<file path="src/lock_fuse_pkg.sv">
// Constants and types for the lock and fuse protection logic
//-----------------------------------------------------------------------------
// Functional notes
// - Six lock bits, 1 unprogrammed, 0 programmed; only chip erase restores 1. The code also restores them to 1 on srst.
// - Memory lock level 1: no programming lock for parallel or serial access.
// - Level 2: memory programming refused, fuse changes blocked.
// - Level 3: memory programming and verify refused, fuse changes blocked.
// - Both application locks 1: self-program write and table read unrestricted.
// - Application write lock 0: self-program writes to application suppressed.
// - Application read lock 0: boot-section table reads of application blocked.
// - Both boot locks 1: self-program write and table read to boot unrestricted.
// - Boot write lock 0: self-program writes to boot section suppressed.
// - Boot read lock 0: application table reads of boot section blocked.
// - Executing from boot with boot read lock programmed keeps interrupts off.
// - Two-bit boot size field picks boot size and start; default 11.
// - Boot reset fuse 0 vectors to boot start; 1 vectors to zero.
// - Brown-out level fuse picks threshold and start-up; default 1.
// - Brown-out enable fuse 0 turns detector on; default 1.
// - Serial download fuse 0 enables serial programming; default 0; not serially writable.
// - Four-bit clock select picks source and delay; default 0010.
// - Chip erase keeps fuses; fuses locked when first memory lock programmed.
// - Three signature bytes at locations 0 to 2, readable in both modes.
// - Calibration byte read from high byte of signature location 0.
// - Chip erase clears memories and lock bits, locks restored after erase done.
//-----------------------------------------------------------------------------
package lock_fuse_pkg;

    localparam logic [5:0] LOCK_RESET = 6'h3f;
    localparam logic [9:0] FUSE_RESET = 10'h3e2;
    // Fuse field positions in the ten-bit fuse word
    localparam int FUSE_CKSEL_LSB = 0;
    localparam int FUSE_SERIAL_DOWNLOAD_ENABLE_POS = 4;
    localparam int FUSE_BROWNOUT_DETECTOR_ENABLE_POS = 5;
    localparam int FUSE_BODLVL_POS = 6;
    localparam int FUSE_BOOT_RESET_VECTOR_SELECT_POS = 7;
    localparam int FUSE_BOOTSZ_LSB = 8;
    // Lock field positions in the six-bit lock word
    localparam int LOCK_LB1_POS = 0;
    localparam int LOCK_LB2_POS = 1;
    localparam int LOCK_APP_SECTION_WRITE_LOCK_POS = 2;
    localparam int LOCK_APP_SECTION_READ_LOCK_POS = 3;
    localparam int LOCK_BOOT_SECTION_WRITE_LOCK_POS = 4;
    localparam int LOCK_BOOT_SECTION_READ_LOCK_POS = 5;
    // Word addresses of the boot section start for each boot size code
    localparam logic [12:0] BOOT_START_00 = 13'h1c00;
    localparam logic [12:0] BOOT_START_01 = 13'h1e00;
    localparam logic [12:0] BOOT_START_10 = 13'h1f00;
    localparam logic [12:0] BOOT_START_11 = 13'h1f80;
    localparam logic [12:0] RESET_VECTOR_APP = 13'h0000;
    // Chip erase duration in cycles
    localparam logic [15:0] ERASE_CYCLES = 16'h0400;
    // APB register byte offsets
    localparam logic [7:0] ADDR_LOCK = 8'h00;
    localparam logic [7:0] ADDR_FUSE = 8'h04;
    localparam logic [7:0] ADDR_CTRL = 8'h08;
    localparam logic [7:0] ADDR_STATUS = 8'h0c;
    localparam logic [7:0] ADDR_SIG = 8'h10;
    localparam logic [7:0] ADDR_CHECK = 8'h14;
    localparam logic [7:0] ADDR_DECODE = 8'h18;
    // Control register command bits
    localparam int CTRL_WR_LOCK = 0;
    localparam int CTRL_WR_FUSE = 1;
    localparam int CTRL_ERASE = 2;
    localparam int CTRL_SERIAL = 3;

    typedef enum logic [1:0] {ERASE_IDLE, ERASE_BUSY, ERASE_RESTORE} erase_state_type;

endpackage

</file>
<file path="src/lock_decode.sv">
// Combinational decode of lock and fuse words into protection controls
`timescale 1ns/100ps
module lock_decode
    import lock_fuse_pkg::*;
(
    // Nonvolatile values
    input wire logic [5:0] lockBits,
    input wire logic [9:0] fuseBits,
    // Access check
    input wire logic [12:0] accessAddr,
    input wire logic execFromBoot,
    // Decoded controls
    output logic progLock,
    output logic verifyLock,
    output logic fuseLock,
    output logic appWriteBlock,
    output logic appReadBlock,
    output logic bootWriteBlock,
    output logic bootReadBlock,
    output logic targetBoot,
    output logic irqDisable,
    output logic [12:0] bootStart,
    output logic [12:0] resetVector
);

    always_comb
    begin
        // Level 2 blocks programming, level 3 also verification
        progLock = ~lockBits[LOCK_LB1_POS];
        verifyLock = ~lockBits[LOCK_LB1_POS] & ~lockBits[LOCK_LB2_POS];
        fuseLock = ~lockBits[LOCK_LB1_POS];
        appWriteBlock = ~lockBits[LOCK_APP_SECTION_WRITE_LOCK_POS];
        appReadBlock = ~lockBits[LOCK_APP_SECTION_READ_LOCK_POS];
        bootWriteBlock = ~lockBits[LOCK_BOOT_SECTION_WRITE_LOCK_POS];
        bootReadBlock = ~lockBits[LOCK_BOOT_SECTION_READ_LOCK_POS];
        case (fuseBits[FUSE_BOOTSZ_LSB +: 2])
            2'b00: bootStart = BOOT_START_00;
            2'b01: bootStart = BOOT_START_01;
            2'b10: bootStart = BOOT_START_10;
            default: bootStart = BOOT_START_11;
        endcase
        targetBoot = accessAddr >= bootStart;
        irqDisable = execFromBoot & ~lockBits[LOCK_BOOT_SECTION_READ_LOCK_POS];
        resetVector = fuseBits[FUSE_BOOT_RESET_VECTOR_SELECT_POS] ? RESET_VECTOR_APP : bootStart;
    end

endmodule

</file>
<file path="src/lock_fuse_protection_logic.sv">
// Lock and fuse store, APB register slave and access gating
//
// Register access over APB and the address map were left to the implementer.
`timescale 1ns/100ps
module lock_fuse_protection_logic
    import lock_fuse_pkg::*;
#(
    parameter logic [7:0] SIG_BYTE0 = 8'h5a, // Arbitrary identification value
    parameter logic [7:0] SIG_BYTE1 = 8'ha5, // Arbitrary identification value
    parameter logic [7:0] SIG_BYTE2 = 8'h3c, // Arbitrary identification value
    parameter logic [7:0] CAL_BYTE = 8'h80
)
(
    // Clock and reset
    input wire logic clk_sys,
    input wire logic srst,
    // APB slave
    input wire logic psel,
    input wire logic penable,
    input wire logic pwrite,
    input wire logic [7:0] paddr,
    input wire logic [31:0] pwdata,
    output logic [31:0] prdata,
    output logic pready,
    output logic pslverr,
    // CPU program memory access check
    input wire logic cpuReq,
    input wire logic cpuWrite,
    input wire logic [12:0] cpuAddr,
    input wire logic cpuExecBoot,
    output logic cpuGrant,
    output logic cpuDeny,
    // Decoded controls
    output logic progLockOut,
    output logic verifyLockOut,
    output logic irqDisableOut,
    output logic [12:0] resetVectorOut,
    output logic [1:0] boot_size_select,
    output logic brownout_threshold_select,
    output logic brownout_detector_enable,
    output logic serial_download_enable,
    output logic [3:0] clock_source_select,
    output logic eraseBusy,
    output logic memoryErase
);

    logic [5:0] lockReg;
    logic [9:0] fuseReg;
    erase_state_type eraseState;
    logic [15:0] eraseCount;
    logic [12:0] checkAddr;
    logic checkExecBoot;
    logic progLock, verifyLock, fuseLock;
    logic appWriteBlock, appReadBlock, bootWriteBlock, bootReadBlock;
    logic targetBoot, irqDisable;
    logic [12:0] bootStart, resetVector;
    logic apbAccess, apbWrite, serialMode;
    logic ctrlWrite, eraseStart, lockWrite, fuseWrite;
    logic accessOk;

    //-------------------------------------------------------------------------
    // Decode
    //-------------------------------------------------------------------------
    // The CPU check address is used while the CPU requests, else address zero
    assign checkAddr = cpuReq ? cpuAddr : 13'h0000;
    assign checkExecBoot = cpuExecBoot;

    lock_decode u_decode
    (
        .lockBits(lockReg),
        .fuseBits(fuseReg),
        .accessAddr(checkAddr),
        .execFromBoot(checkExecBoot),
        .progLock(progLock),
        .verifyLock(verifyLock),
        .fuseLock(fuseLock),
        .appWriteBlock(appWriteBlock),
        .appReadBlock(appReadBlock),
        .bootWriteBlock(bootWriteBlock),
        .bootReadBlock(bootReadBlock),
        .targetBoot(targetBoot),
        .irqDisable(irqDisable),
        .bootStart(bootStart),
        .resetVector(resetVector)
    );

    assign apbAccess = psel & penable;
    assign apbWrite = apbAccess & pwrite;
    assign serialMode = pwdata[CTRL_SERIAL];
    assign ctrlWrite = apbWrite && paddr == ADDR_CTRL;
    assign eraseStart = ctrlWrite && pwdata[CTRL_ERASE];
    assign lockWrite = ctrlWrite && pwdata[CTRL_WR_LOCK] && eraseState == ERASE_IDLE;
    // Fuse writes are refused while the fuses are locked or an erase runs
    assign fuseWrite = ctrlWrite && pwdata[CTRL_WR_FUSE] && !fuseLock
                       && eraseState == ERASE_IDLE;

    //-------------------------------------------------------------------------
    // Lock bits
    //-------------------------------------------------------------------------
    // Writes can only program bits to zero; erase restores them
    always_ff @(posedge clk_sys)
    begin
        if (srst)
            lockReg <= LOCK_RESET;
        else if (eraseState == ERASE_RESTORE)
            lockReg <= LOCK_RESET;
        else if (lockWrite)
            lockReg <= lockReg & pwdata[21:16];
    end

    //-------------------------------------------------------------------------
    // Fuse bits
    //-------------------------------------------------------------------------
    always_ff @(posedge clk_sys)
    begin
        if (srst)
            fuseReg <= FUSE_RESET;
        else if (fuseWrite)
        begin
            // Serial mode cannot touch the serial download fuse
            if (serialMode)
                fuseReg <= {pwdata[31:27], fuseReg[FUSE_SERIAL_DOWNLOAD_ENABLE_POS], pwdata[25:22]};
            else
                fuseReg <= pwdata[31:22];
        end
    end

    //-------------------------------------------------------------------------
    // Chip erase sequencer
    //-------------------------------------------------------------------------
    // Fuses are untouched; locks restored only after memory erase ends
    always_ff @(posedge clk_sys)
    begin
        if (srst)
            eraseState <= ERASE_IDLE;
        else
        begin
            case (eraseState)
                ERASE_IDLE:
                    if (eraseStart)
                        eraseState <= ERASE_BUSY;
                ERASE_BUSY:
                    if (eraseCount == 16'h0001)
                        eraseState <= ERASE_RESTORE;
                default:
                    eraseState <= ERASE_IDLE;
            endcase
        end
    end

    // Cycles left in the memory erase phase
    always_ff @(posedge clk_sys)
    begin
        if (srst)
            eraseCount <= 16'h0000;
        else if (eraseState == ERASE_IDLE && eraseStart)
            eraseCount <= ERASE_CYCLES;
        else if (eraseState == ERASE_BUSY && eraseCount != 16'h0001)
            eraseCount <= eraseCount - 16'h0001;
    end

    // Busy rises already in the cycle after the erase command lands
    always_ff @(posedge clk_sys)
    begin
        if (srst)
            eraseBusy <= 1'b0;
        else
            eraseBusy <= eraseState != ERASE_IDLE || eraseStart;
    end

    always_ff @(posedge clk_sys)
    begin
        if (srst)
            memoryErase <= 1'b0;
        else
            memoryErase <= eraseState == ERASE_BUSY;
    end

    //-------------------------------------------------------------------------
    // CPU access check
    //-------------------------------------------------------------------------
    // Writes obey the target's write lock, reads from the other section the target's read lock
    always_comb
    begin
        if (cpuWrite)
            accessOk = targetBoot ? !bootWriteBlock : !appWriteBlock;
        else if (targetBoot)
            accessOk = cpuExecBoot || !bootReadBlock;
        else
            accessOk = !cpuExecBoot || !appReadBlock;
    end

    // Answer one cycle after the request, from that cycle's check
    always_ff @(posedge clk_sys)
    begin
        if (srst)
            cpuGrant <= 1'b0;
        else
            cpuGrant <= cpuReq & accessOk;
    end

    always_ff @(posedge clk_sys)
    begin
        if (srst)
            cpuDeny <= 1'b0;
        else
            cpuDeny <= cpuReq & ~accessOk;
    end

    //-------------------------------------------------------------------------
    // Decoded outputs
    //-------------------------------------------------------------------------
    // Registered copies of the decoded controls and fuse fields
    always_ff @(posedge clk_sys)
    begin
        if (srst)
            progLockOut <= 1'b0;
        else
            progLockOut <= progLock;
    end

    always_ff @(posedge clk_sys)
    begin
        if (srst)
            verifyLockOut <= 1'b0;
        else
            verifyLockOut <= verifyLock;
    end

    always_ff @(posedge clk_sys)
    begin
        if (srst)
            irqDisableOut <= 1'b0;
        else
            irqDisableOut <= irqDisable;
    end

    always_ff @(posedge clk_sys)
    begin
        if (srst)
            resetVectorOut <= RESET_VECTOR_APP;
        else
            resetVectorOut <= resetVector;
    end

    always_ff @(posedge clk_sys)
    begin
        if (srst)
            boot_size_select <= FUSE_RESET[FUSE_BOOTSZ_LSB +: 2];
        else
            boot_size_select <= fuseReg[FUSE_BOOTSZ_LSB +: 2];
    end

    always_ff @(posedge clk_sys)
    begin
        if (srst)
            brownout_threshold_select <= FUSE_RESET[FUSE_BODLVL_POS];
        else
            brownout_threshold_select <= fuseReg[FUSE_BODLVL_POS];
    end

    always_ff @(posedge clk_sys)
    begin
        if (srst)
            brownout_detector_enable <= 1'b0;
        else
            brownout_detector_enable <= ~fuseReg[FUSE_BROWNOUT_DETECTOR_ENABLE_POS];
    end

    always_ff @(posedge clk_sys)
    begin
        if (srst)
            serial_download_enable <= 1'b1;
        else
            serial_download_enable <= ~fuseReg[FUSE_SERIAL_DOWNLOAD_ENABLE_POS];
    end

    always_ff @(posedge clk_sys)
    begin
        if (srst)
            clock_source_select <= FUSE_RESET[FUSE_CKSEL_LSB +: 4];
        else
            clock_source_select <= fuseReg[FUSE_CKSEL_LSB +: 4];
    end

    //-------------------------------------------------------------------------
    // APB read path
    //-------------------------------------------------------------------------
    // Zero-wait slave: pready high in every access phase
    always_ff @(posedge clk_sys)
    begin
        if (srst)
            pready <= 1'b0;
        else
            pready <= psel & ~penable;
    end

    // Writes other than control and reads of unmapped words answer with an error
    always_ff @(posedge clk_sys)
    begin
        if (srst)
            pslverr <= 1'b0;
        else if (psel && !penable && paddr != ADDR_CTRL)
        begin
            if (pwrite)
                pslverr <= 1'b1;
            else if (paddr == ADDR_LOCK || paddr == ADDR_FUSE || paddr == ADDR_STATUS)
                pslverr <= 1'b0;
            else if (paddr == ADDR_SIG || paddr == ADDR_CHECK || paddr == ADDR_DECODE)
                pslverr <= 1'b0;
            else
                pslverr <= 1'b1;
        end
        else
            pslverr <= 1'b0;
    end

    // Read data is captured in the setup cycle and stands in the access phase
    always_ff @(posedge clk_sys)
    begin
        if (srst)
            prdata <= 32'h00000000;
        else if (psel && !penable && !pwrite)
        begin
            if (paddr == ADDR_LOCK)
                prdata <= {26'h0000000, lockReg};
            else if (paddr == ADDR_FUSE)
                prdata <= {22'h000000, fuseReg};
            else if (paddr == ADDR_STATUS)
                prdata <= {25'h0000000, irqDisable, bootReadBlock, bootWriteBlock,
                           appReadBlock, appWriteBlock, fuseLock, eraseState != ERASE_IDLE};
            else if (paddr == ADDR_SIG)
                prdata <= {CAL_BYTE, SIG_BYTE2, SIG_BYTE1, SIG_BYTE0};
            else if (paddr == ADDR_DECODE)
                prdata <= {3'h0, resetVector, 3'h0, bootStart};
            else if (paddr == ADDR_CHECK)
                prdata <= {30'h00000000, verifyLock, progLock};
            else
                prdata <= 32'h00000000;
        end
        else
            prdata <= 32'h00000000;
    end

endmodule

</file>
<file path="config.mk">
export PLATFORM = sky130hd
export DESIGN_NAME = lock_fuse_protection_logic
export DESIGN_NICKNAME = d
export VERILOG_FILES = /design/src/lock_fuse_pkg.sv /design/src/lock_decode.sv /design/src/lock_fuse_protection_logic.sv
export SDC_FILE = /design/constraint.sdc
export NUM_CORES = 1
export LEC_CHECK = 0
export BUFFER_PORTS_ARGS = -buffer_cell sky130_fd_sc_hd__buf_4
export CORE_MARGIN = 4
export CORE_UTILIZATION = 30
export CTS_CLUSTER_DIAMETER = 50
export DETAILED_ROUTE_END_ITERATION = 10
export SETUP_SLACK_MARGIN = 0.02
export SLEW_MARGIN = 20
export SYNTH_ARGS = -nofsm -noshare
export SYNTH_HDL_FRONTEND = slang
export SYNTH_SLANG_ARGS = --single-unit
</file>
<file path="constraint.sdc">
create_clock -name clk_sys -period 2.5 [get_ports clk_sys]
set_input_delay 0.375 -clock clk_sys [delete_from_list [all_inputs] [get_ports clk_sys]]
set_output_delay 0.375 -clock clk_sys [all_outputs]
set_load 0.05 [all_outputs]
</file>
; ---- Word-level counts from Yosys, hierarchy flattened
; Index checks and enable logic that the tools add are counted.
[word_totals]
regBits = 97
latchBits = 0
ram_bits = 0
romBits = 0
in_bits = 61
output_inout_bits = 63
wordCells = 121
n_memories = 0
[op_classes]
add_sub_neg = 1
multipliers = 0
n_div = 0
order_cmp = 1
eq_ne = 15
shift = 0
n_mux = 20
n_bitwise = 21
n_reduce_logical = 37
[op_table]
columns = cell, n
row1 = $mux W32, 1
row2 = $pmux W10 S3, 1
row3 = $mux W29, 1
row4 = $mux W13, 2
row5 = $eq A8 B5 Y1 const B, 3
row6 = $mux W11, 2
row7 = $mux W10, 2
row8 = $eq A16 B1 Y1 const B, 1
row9 = $eq A8 B4 Y1 const B, 2
row10 = $ne A16 B1 Y1 const B, 1
row11 = $sub A16 B1 Y16 const B, 1
row12 = $ge A13 B13 Y1, 1
row13 = $not A1 Y1, 13
row14 = $logic_and A1 B1 Y1, 12
row15 = $eq A8 B3 Y1 const B, 1
row16 = $logic_not A8 Y1, 1
row17 = $ne A8 B4 Y1 const B, 1
row18 = $reduce_or A2 Y1, 4
row19 = $and A1 B1 Y1, 7
row20 = $logic_or A1 B1 Y1, 7
row21 = $reduce_or A7 Y1, 1
row22 = $and A6 B6 Y6, 1
row23 = $mux W1, 6
row24 = $mux W2, 3
row25 = 12 further kinds, 20

; ---- Logic depth before layout (Yosys ltp)
; Gate-level depths: netlist of the first run.
[depth]
depth_word = 8
mapped_depth = 7
mapped_depth_nobuf = 7

; ---- Hierarchy
; From an unflattened synthesis of the first run, not the netlist that was laid out.
[unflattened]
hier_cells = 439
area_unflattened_um2 = 3975.1
[modules_own_cells]
columns = module, instances, cells_per_inst, area_per_inst_um2, seq_area_each_um2
row1 = lock_fuse_protection_logic, 1, 389, 3648.5, 1841.8
row2 = lock_decode, 1, 50, 326.6, 0.0

; ---- Least setup slack after synthesis of the first run
; OpenSTA, ideal clock, no wires.
[synth_timing]
path_type = flip-flop to flip-flop
startpoint = reg fuseReg[8]
endpoint = reg cpuGrant
setup_time_ns = 0.115
arrival_ns = 1.825
t_required_ns = 2.385
setup_slack_ns = 0.559
stages_incl_launch_ff = 8
n_path_buf = 0
synth_period_minus_slack_ns = 1.941
path_cell_list = dfxtp_1 nand2_1 inv_1 ha_1 or4b_2 nor4_1 nor3_1 o21ba_2
[synth_via]
elab_chain_len = 6
elab_cells_between_ends = 9
cone_classes = 1 x order compare / 2 x eq/ne / 4 x mux / 1 x bitwise / 1 x reduce/logical
[synth_lines]
columns = item, line
row1 = start: declaration, lock_fuse_protection_logic.sv:48  ; logic [9:0] fuseReg;
row2 = start signal: assignment, lock_fuse_protection_logic.sv:122  ; fuseReg <= {pwdata[31:27], fuseReg[FUSE_SERIAL_DOWNLOAD_ENABLE_POS], pwdata[25:22]};
row3 = start signal: assignment, lock_fuse_protection_logic.sv:124  ; fuseReg <= pwdata[31:22];
row4 = "$eq A2 B2 Y1, or another cell as far along", lock_decode.sv:36  ; case (fuseBits[FUSE_BOOTSZ_LSB +: 2])
row5 = $pmux W10 S3 *, lock_decode.sv:36
row6 = $ge A13 B13 Y1 *, lock_decode.sv:42  ; targetBoot = accessAddr >= bootStart;
row7 = "$mux W1, on equally long branches", "lock_fuse_protection_logic.sv:187, lock_fuse_protection_logic.sv:186"
row8 = $mux W1 *, lock_fuse_protection_logic.sv:185  ; if (cpuWrite)
row9 = $and A1 B1 Y1 *, lock_fuse_protection_logic.sv:199  ; cpuGrant <= cpuReq & accessOk;
row10 = end signal: assignment, lock_fuse_protection_logic.sv:199
row11 = end: declaration, lock_fuse_protection_logic.sv:31  ; output logic cpuGrant,
; Mark *: on every way between the ends. The rest lies on a longest branch, timed or not.
; A chain may end at the register's enable or synchronous reset.

; ---- Final worst setup path of the first run
; Same ends and word-level chain as after synthesis.

==> impl_metrics.yaml, run 1 <==
layout:
  drive_gt1_share_pct: 30.2
  fin_nets: 514
  syn_to_final_growth_pct: 28.9
  fin_util_pct: 40.1
  diodes: 0
  fillers: 1087
setup_path:
  slowest_stage: "or4b_2"
  cp_num_cells: 7
  critPathMaxFanout: 5
  path_buf_inv: 1
  reg2reg_from: "fuseReg[8]"
  worstPathArrival_ps: 2470
  startpoint: "fuseReg[8]"
  reg2reg_setup_slack_ps: 290
  path_cells: "nand2_1 > inv_1 > ha_1 > or4b_2 > nor4_1 > nor3_1 > o21ba_2"
  max_stage_delay_ps: 580
  required_ps: 2760
  path_class: "register to register"
  endpoint: "cpuGrant"
  crit_path_end_kind: "register"
  start_kind: "register"
  rr_endpoint: "cpuGrant"
  critPathTopFamily: "simple AND/OR/NAND/NOR gates"
  r2r_cells: 7
detailed_routing:
  routed_wirelength_mm: 8.62
  drt-vias-per-instance: 4.89
  num_vias: 2882
  drt_iter0_markers: 104
  drc: 0
  ant_nets: 0
  first_pass_iters: 4
  wire_per_inst_um: 14.6
die:
  initial_utilization_pct: 31.1
  io_pins: 124
  die_w_um: 112
  rows: 37
  die_area_um2: 12600
  core_area_um2: 10500
  die_height_um: 112
yosys:
  synth_edf_count: 0
  yosysWarnings: 0
  synthCells: 359
  synth.most_common_cell: "dfxtp_1"
  ys_types: 62
  ys.flop_type: "dfxtp_1"
  synthArstFlopShare_pct: 0
  ys_ff_latch: 73
  synth_area_leaders: "dfxtp_1 45%, buf_4 5.8%, a21oi_1 5.1%, nor2_1 2.8%, nor3_1 2.6%"
  synth_top_cell_area_share_pct: 44.9
  synth_area_um2: 3250
  synth.cells.most_frequent: "73 x dfxtp_1, 33 x a21oi_1, 25 x buf_4"
  post_synth.cell_area_avg_um2: 9.06
  synth_top_area_cell: "dfxtp_1"
  ys_seq_area_share_pct: 44.9
power_and_ir_drop:
  power_leakage_nw: 1.72
  ir_drop_uv: 228
  powerDensity_nw_per_um2: 532
cts:
  cts_buffers: 9
  cts_tree: "built"
  post-cts-setup-buffer-count: 0
  clock_latency_ps: 360
  clk_pin_slew_ps: 90
  hold_buffers: 0
  cts_buffer_depth: 2
  ctsRootBufferMaster: "clkbuf_8"
  cts_htree_levels: 3
  post_cts_resized: 0
  cts.sinks: 73
timing:
  fin_crit_sh_pct: 88.5
  worst-slew-pin-transition_ps: 607
  report.final.slew_viol_count: 0
  clock_skew_ps: 11.7
  fin_crit_ps: 2210
  max_freq_mhz: 452
  slew_headroom_pct: 59.2
  rsz0062_at_grt: "false"
  finalSetupTns_ps: 0
  finalSetupViolations: 0
  finalHoldViolCount: 0
run_status:
  status: "completed"
hold_path:
  worstHoldPathType: "input pin to register"
placed_design:
  place.port_buffers: 98
  place.gp.congestion: 0.793
  dpl.hpwl_mm: 6.67
global_route:
  grt_pass1_vias: 2707
  grt_max_degree: 33
  grt_usage_pct: 13.3
  gr-total-overflow: 0
  antenna_found_initial: 0
  grt_pass1_wl_mm: 13.5
run:
  drv_cap: 0
[power by group]
part / switching [W] / internal (W)
logic: 0.000118 / 0.0000727
clock network: 0.000496 / 0.000380
registers: 0.000000798 / 0.00116
[cell usage in the layout (no fill, tap or decap), drive strengths merged, types with 3 or more instances in the layout]
cell type / n
o31ai: 5
a21oi: 33
and2: 7
or2: 5
dfxtp: 73
mux2i: 6
and3: 5
nor4b: 4
a211oi: 3
o22ai: 3
conb: 13
nand2: 21
o21ai: 11
clkbuf: 9
nand3: 7
or3: 11
nor4: 7
nor3: 17
or4: 12
nor2b: 5
nor2: 24
ha: 5
nand2b: 5
inv: 15
or3b: 4
o22a: 5
buf: 104
nor3b: 3
[sequential cells by signal (all words and copies together) (netlist names), 2 cells and up]
signal               cells
fuseReg                 10
boot_size_select         2
resetVectorOut           4
eraseState               2
eraseCount              16
prdata                  17
clock_source_select      4
lockReg                  6
[how the worst min path moves through the flow]
stage,start,end,slack (ps),cells past startpoint
final,pwdata[19],lockReg[3],220,2
after global routing,pwdata[19],lockReg[3],210,2
after CTS,pwdata[19],lockReg[3],210,2
after detailed placement,fuseReg[4],serial_download_enable,400,1
after global placement,fuseReg[4],serial_download_enable,400,1
after floorplan,fuseReg[4],serial_download_enable,370,1
[cell type report]
class	instances	area, µm²	share of cell area, %
Inverter	10	37.5	0.895
Clock buffer	9	124	2.95
Tap cell	136	170	4.06
Sequential cell	73	1460	34.9
Timing Repair Buffer	104	781	18.6
Multi-Input combinational cell	250	1560	37.2
Clock inverter	7	61.3	1.46
[metrics by stage]
stage / power, W / instance area, µm² / setup slack [ps] / instances / hold WS (ps)
after CTS: 0.00226 / 4190 / 313 / 589 / 206
after global routing: 0.00232 / 4190 / 141 / 589 / 208
after floorplan: 0.00131 / 3300 / 559 / 371 / 374
after global placement: 0.00138 / 4010 / 348 / 573 / 396
after detailed placement: 0.00138 / 4010 / 349 / 573 / 398
final: 0.00223 / 4190 / 288 / 589 / 216
[kinds of logic after synthesis]
family / Yosys count / share of synthesized area (%)
fa+ha+maj: 5 / 1.92
buf+inv: 48 / 8.58
xor+xnor: 1 / 0.269
flops: 73 / 44.9
simple gates: 146 / 26.4
mux: 7 / 2.19
compound gates: 78 / 15.6
other cells: 1 / 0.115
[layer usage]
layer / global-route usage (%) / part of all wire, %
met5: 0 / 0
met4: 6.41 / 2.1
met3: 3.29 / 6.4
met2: 20.8 / 47
met1: 17.2 / 45
Power figures use the tool's default switching activity.
==> inputs of run 2 (changes only) <==
--- a/config.mk
+++ b/config.mk
@@ -6,10 +6,10 @@
 export NUM_CORES = 1
 export LEC_CHECK = 0
 export BUFFER_PORTS_ARGS = -buffer_cell sky130_fd_sc_hd__buf_4
-export CORE_MARGIN = 4
 export CORE_UTILIZATION = 30
 export CTS_CLUSTER_DIAMETER = 50
 export DETAILED_ROUTE_END_ITERATION = 10
+export PLACE_DENSITY = 0.64
 export SETUP_SLACK_MARGIN = 0.02
 export SLEW_MARGIN = 20
 export SYNTH_ARGS = -nofsm -noshare
==> run 2 against run 1 <==
  * Sequential cell count stayed put
  * Largest power group unchanged
  * Core utilization is 0.11 points higher
  * Global-route usage is 1.6 points higher
  * Total power shrank 0.48%
  * Wire length shrank 4.9%
==> impl_metrics.yaml, run 2 (synthesized netlist as in run 1, its figures left out) <==
cts:
  cts_buffer_depth: 2
  hold_buffers: 0
  cts_tree: "built"
  post-cts-setup-buffer-count: 0
  cts_buffers: 9
  cts.sinks: 73
  cts_htree_levels: 3
  clock_latency_ps: 350
  ctsRootBufferMaster: "clkbuf_8"
  clk_pin_slew_ps: 90
  post_cts_resized: 0
power_and_ir_drop:
  p_sw_w: 0.000604
  combPwrFrac_pct: 8.5
  p_clk_share_pct: 39.0
  pwr-share-seq_pct: 52.4
  powerDensity_nw_per_um2: 531
  ir_drop_uv: 221
  power_leakage_nw: 1.72
  intPower_w: 0.00162
  power.total_w: 0.00222
  p_sw_share_pct: 27.2
global_route:
  grt_pass1_wl_mm: 13.1
  grt_usage_pct: 14.9
  gr-total-overflow: 0
  grt_pass1_vias: 2678
  antenna_found_initial: 0
  grt_max_degree: 33
hold_path:
  worstHoldPathType: "input pin to register"
die:
  initial_utilization_pct: 31.2
  die_w_um: 106
  core_area_um2: 10400
  die_height_um: 106
  io_pins: 124
  die_area_um2: 11300
  rows: 37
timing:
  max_freq_mhz: 468
  fin_crit_sh_pct: 85.4
  worst-slew-pin-transition_ps: 619
  finalSetupTns_ps: 0
  clock_skew_ps: 5.45
  fin_crit_ps: 2130
  finalHoldWorstSlack_ps: 220
  finalSetupViolations: 0
  slew_headroom_pct: 58.4
  finalHoldViolCount: 0
  rsz0062_at_grt: "false"
  report.final.slew_viol_count: 0
placed_design:
  place_area_um2: 4000
  dpl.hpwl_mm: 6.31
  place.gp.congestion: 0.792
  place.port_buffers: 98
layout:
  mostFrequentLayoutCell: "buf_4"
  final_cell_area_um2: 4190
  fin_nets: 513
  layout.cells.most_common_list: "103 x buf_4, 73 x dfxtp_1, 33 x a21oi_1"
  drive_gt1_share_pct: 30.1
  top_regs: "prdata (17), eraseCount (16), fuseReg (10)"
  diodes: 0
  top_register: "prdata"
  syn_to_final_growth_pct: 28.7
  largest_register_ffs: 17
  fin_util_pct: 40.2
run_status:
  status: "completed"
setup_path:
  crit_path_end_kind: "register"
  worstPathArrival_ps: 2380
  slowest_stage: "or4b_2"
  path_cells: "nand2_1 > inv_1 > ha_1 > or4b_2 > nor4_1 > nor3_1 > o21ba_2"
  critPathTopFamily: "simple AND/OR/NAND/NOR gates"
  start_kind: "register"
  max_stage_delay_ps: 570
  path_class: "register to register"
  path_buf_inv: 1
  required_ps: 2750
  critPathMaxFanout: 5
detailed_routing:
  routed_wirelength_mm: 8.20
  num_vias: 2899
  drt-vias-per-instance: 4.93
  drt_iter0_markers: 166
  wire_per_inst_um: 13.9
  first_pass_iters: 4
  drc: 0
  ant_nets: 0
run:
  drv_cap: 0
==> run 2: cell count changes in the layout (fill, tap and decap cells not counted), sizes merged <==
cell  before  now
buf      104  103
==> run 2: worst paths after layout <==
path | startpoint | endpoint | slack (ps) | cells after the start
setup / recovery | fuseReg[8] | cpuGrant | 370 | 7
hold / removal | pwdata[17] | lockReg[1] | 220 | 2
setup reg to reg | fuseReg[8] | cpuGrant | 370 | 7
hold reg to reg | fuseReg[4] | serial_download_enable | 420 | 1
==> run 2: power by group through the flow <==
stage / clock [W] / combinational (W) / sequential (W)
final: 0.000867 / 0.000189 / 0.00116
after detailed placement: 0 / 0.000188 / 0.00119
after CTS: 0.000892 / 0.000189 / 0.00116
after global placement: 0 / 0.000186 / 0.00119
after global routing: 0.000940 / 0.000202 / 0.00117
after floorplan: 0 / 0.000112 / 0.00120
==> run 2: per-stage QoR <==
step / instances / worst slack [ps]
floorplan: 371 / 559
global placement: 572 / 371
detailed placement: 572 / 352
CTS: 588 / 369
global route: 588 / 204
finish: 588 / 365
==> run 2: area by class of cell <==
cell class	instances	area, µm²
Fill cell	1059	6230
Multi-Input combinational cell	250	1560
Sequential cell	73	1460
Timing Repair Buffer	103	773
Tap cell	136	170
Clock buffer	9	124
Clock inverter	7	61.3
Inverter	10	37.5
==> run 2: per-layer routing <==
layer / track usage [%] / routed length (µm) / vias up
met2: 23.3 / 3850 / 98
met3: 3.92 / 527 / 4
met5: 0 / 0 / -
met1: 19.5 / 3740 / 1344
li1: - / - / 1453
met4: 6.25 / 74 / 0
==> inputs of run 3 (changes only) <==
--- a/config.mk
+++ b/config.mk
@@ -10,6 +10,7 @@
 export CTS_CLUSTER_DIAMETER = 50
 export DETAILED_ROUTE_END_ITERATION = 10
 export PLACE_DENSITY = 0.64
+export REMOVE_ABC_BUFFERS = 1
 export SETUP_SLACK_MARGIN = 0.02
 export SLEW_MARGIN = 20
 export SYNTH_ARGS = -nofsm -noshare
==> run 3 against run 2 <==
  * Sequential share of layout area decreased by 0.48 points
  * Critical path depth unchanged
  * Hold slack gained 5.1 ps
  * Sequential power is essentially flat
  * Clock skew increased by 3.0 ps
  * Die area unchanged
  * Register-to-register slack better by 30 ps
  * First-iteration DRC count shrank 13%
  * Global-route usage increased by 0.23 points
  * Largest cell class unchanged
==> impl_metrics.yaml, run 3 (synthesized netlist as in run 1, its figures left out) <==
timing:
  slew_headroom_pct: 60.5
  worst-slew-pin-transition_ps: 592
  finalSetupViolations: 0
  finalHoldWorstSlack_ps: 225
  fin_crit_ps: 2110
  fin_crit_sh_pct: 84.3
  max_freq_mhz: 474
  rsz0062_at_grt: "false"
  clock_skew_ps: 8.40
  finalSetupTns_ps: 0
  finalHoldViolCount: 0
  fin_ws_ps: 393
  report.final.slew_viol_count: 0
layout:
  top_regs: "prdata (17), eraseCount (16), fuseReg (10)"
  drive_gt1_share_pct: 29.9
  diodes: 0
  fillers: 1036
  layout.cells.most_common_list: "102 x buf_4, 73 x dfxtp_1, 33 x a21oi_1"
  fin_nets: 512
  syn_to_final_growth_pct: 30.5
  final-seq-area_um2: 1460
  top_register: "prdata"
  largest_register_ffs: 17
  multi_input_area_um2: 1560
  mostFrequentLayoutCell: "buf_4"
die:
  rows: 37
  core_area_um2: 10400
  die_area_um2: 11300
  io_pins: 124
  die_w_um: 106
  initial_utilization_pct: 31.2
  die_height_um: 106
cts:
  cts_buffer_depth: 2
  hold_buffers: 0
  post_cts_resized: 0
  clk_pin_slew_ps: 80
  post-cts-setup-buffer-count: 0
  cts_buffers: 9
  clock_latency_ps: 350
  cts_tree: "built"
  cts_htree_levels: 3
  ctsRootBufferMaster: "clkbuf_8"
  cts.sinks: 73
run:
  drv_cap: 0
detailed_routing:
  routed_wirelength_mm: 8.30
  ant_nets: 0
  drt-vias-per-instance: 4.86
  wire_per_inst_um: 14.1
  first_pass_iters: 4
  drt_iter0_markers: 144
  num_vias: 2852
  drc: 0
setup_path:
  required_ps: 2750
  path_buf_inv: 1
  critPathMaxFanout: 5
  start_kind: "register"
  crit_path_end_kind: "register"
  worstPathArrival_ps: 2360
  max_stage_delay_ps: 570
  slowest_stage: "or4b_2"
  reg2reg_from: "fuseReg[8]"
  startpoint: "fuseReg[8]"
  path_class: "register to register"
  path_cells: "nand2_1 > inv_1 > ha_1 > or4b_2 > nor4_1 > nor3_1 > o21ba_2"
  critPathTopFamily: "simple AND/OR/NAND/NOR gates"
global_route:
  grt_usage_pct: 15.2
  grt_pass1_wl_mm: 13.3
  grt_max_degree: 34
  grt_pass1_vias: 2726
  antenna_found_initial: 0
  gr-total-overflow: 0
run_status:
  status: "completed"
placed_design:
  place.port_buffers: 98
  dpl.hpwl_mm: 6.32
  dp_slack_ps: 384
  place.gp.congestion: 0.798
power_and_ir_drop:
  ir_drop_uv: 268
  powerDensity_nw_per_um2: 587
  power_leakage_nw: 1.74
hold_path:
  worstHoldPathType: "input pin to register"
  hp-start: "pwdata[20]"
==> run 3: worst paths after layout <==
kind / slack (ps) / cells past startpoint / to
worst max register to register: 390 / 7 / cpuGrant
worst max-delay path: 390 / 7 / cpuGrant
worst min-delay path: 230 / 2 / lockReg[4]
worst min register to register: 440 / 1 / serial_download_enable
==> run 3: worst reg2reg max path: stages, from the launching register on <==
cell	delay (ps)
dfxtp_1	350
nand2_1	110
inv_1	80
ha_1	270
or4b_2	570
nor4_1	300
nor3_1	120
o21ba_2	220
==> run 3: per-stage QoR <==
stage          utilization, %  cells  total power (W)  area [µm²]
2_1_floorplan               -    333          0.00128        3060
3_3_place_gp             38.3    571          0.00138        3990
3_5_place_dp             38.3    571          0.00138        3990
4_1_cts                  40.7    587          0.00251        4240
5_1_grt                  40.7    587          0.00258        4240
6_report                 40.7    587          0.00249        4240
==> run 3: report_power, final <==
part / switching [W] / total, W / internal (W)
sequential: 0.00000101 / 0.00117 / 0.00116
clock: 0.000444 / 0.00114 / 0.000693
combinational: 0.000117 / 0.000188 / 0.0000716
==> run 3: layout make-up <==
type | count | area share, %
Tap cell | 136 | 4.01
Timing Repair Buffer | 102 | 18.0
Multi-Input combinational cell | 250 | 36.7
Clock inverter | 6 | 2.68
Inverter | 10 | 0.884
Clock buffer | 10 | 3.24
Sequential cell | 73 | 34.4
==> run 3: layer usage <==
metal  GRT usage, %  vias to the layer above  share of wire, %
met4           7.24                        0               2.4
met3           3.80                       21               5.0
met1           19.2                     1302                45
li1               -                     1445                 -
met5              0                        -                 0
met2           24.0                       84                48
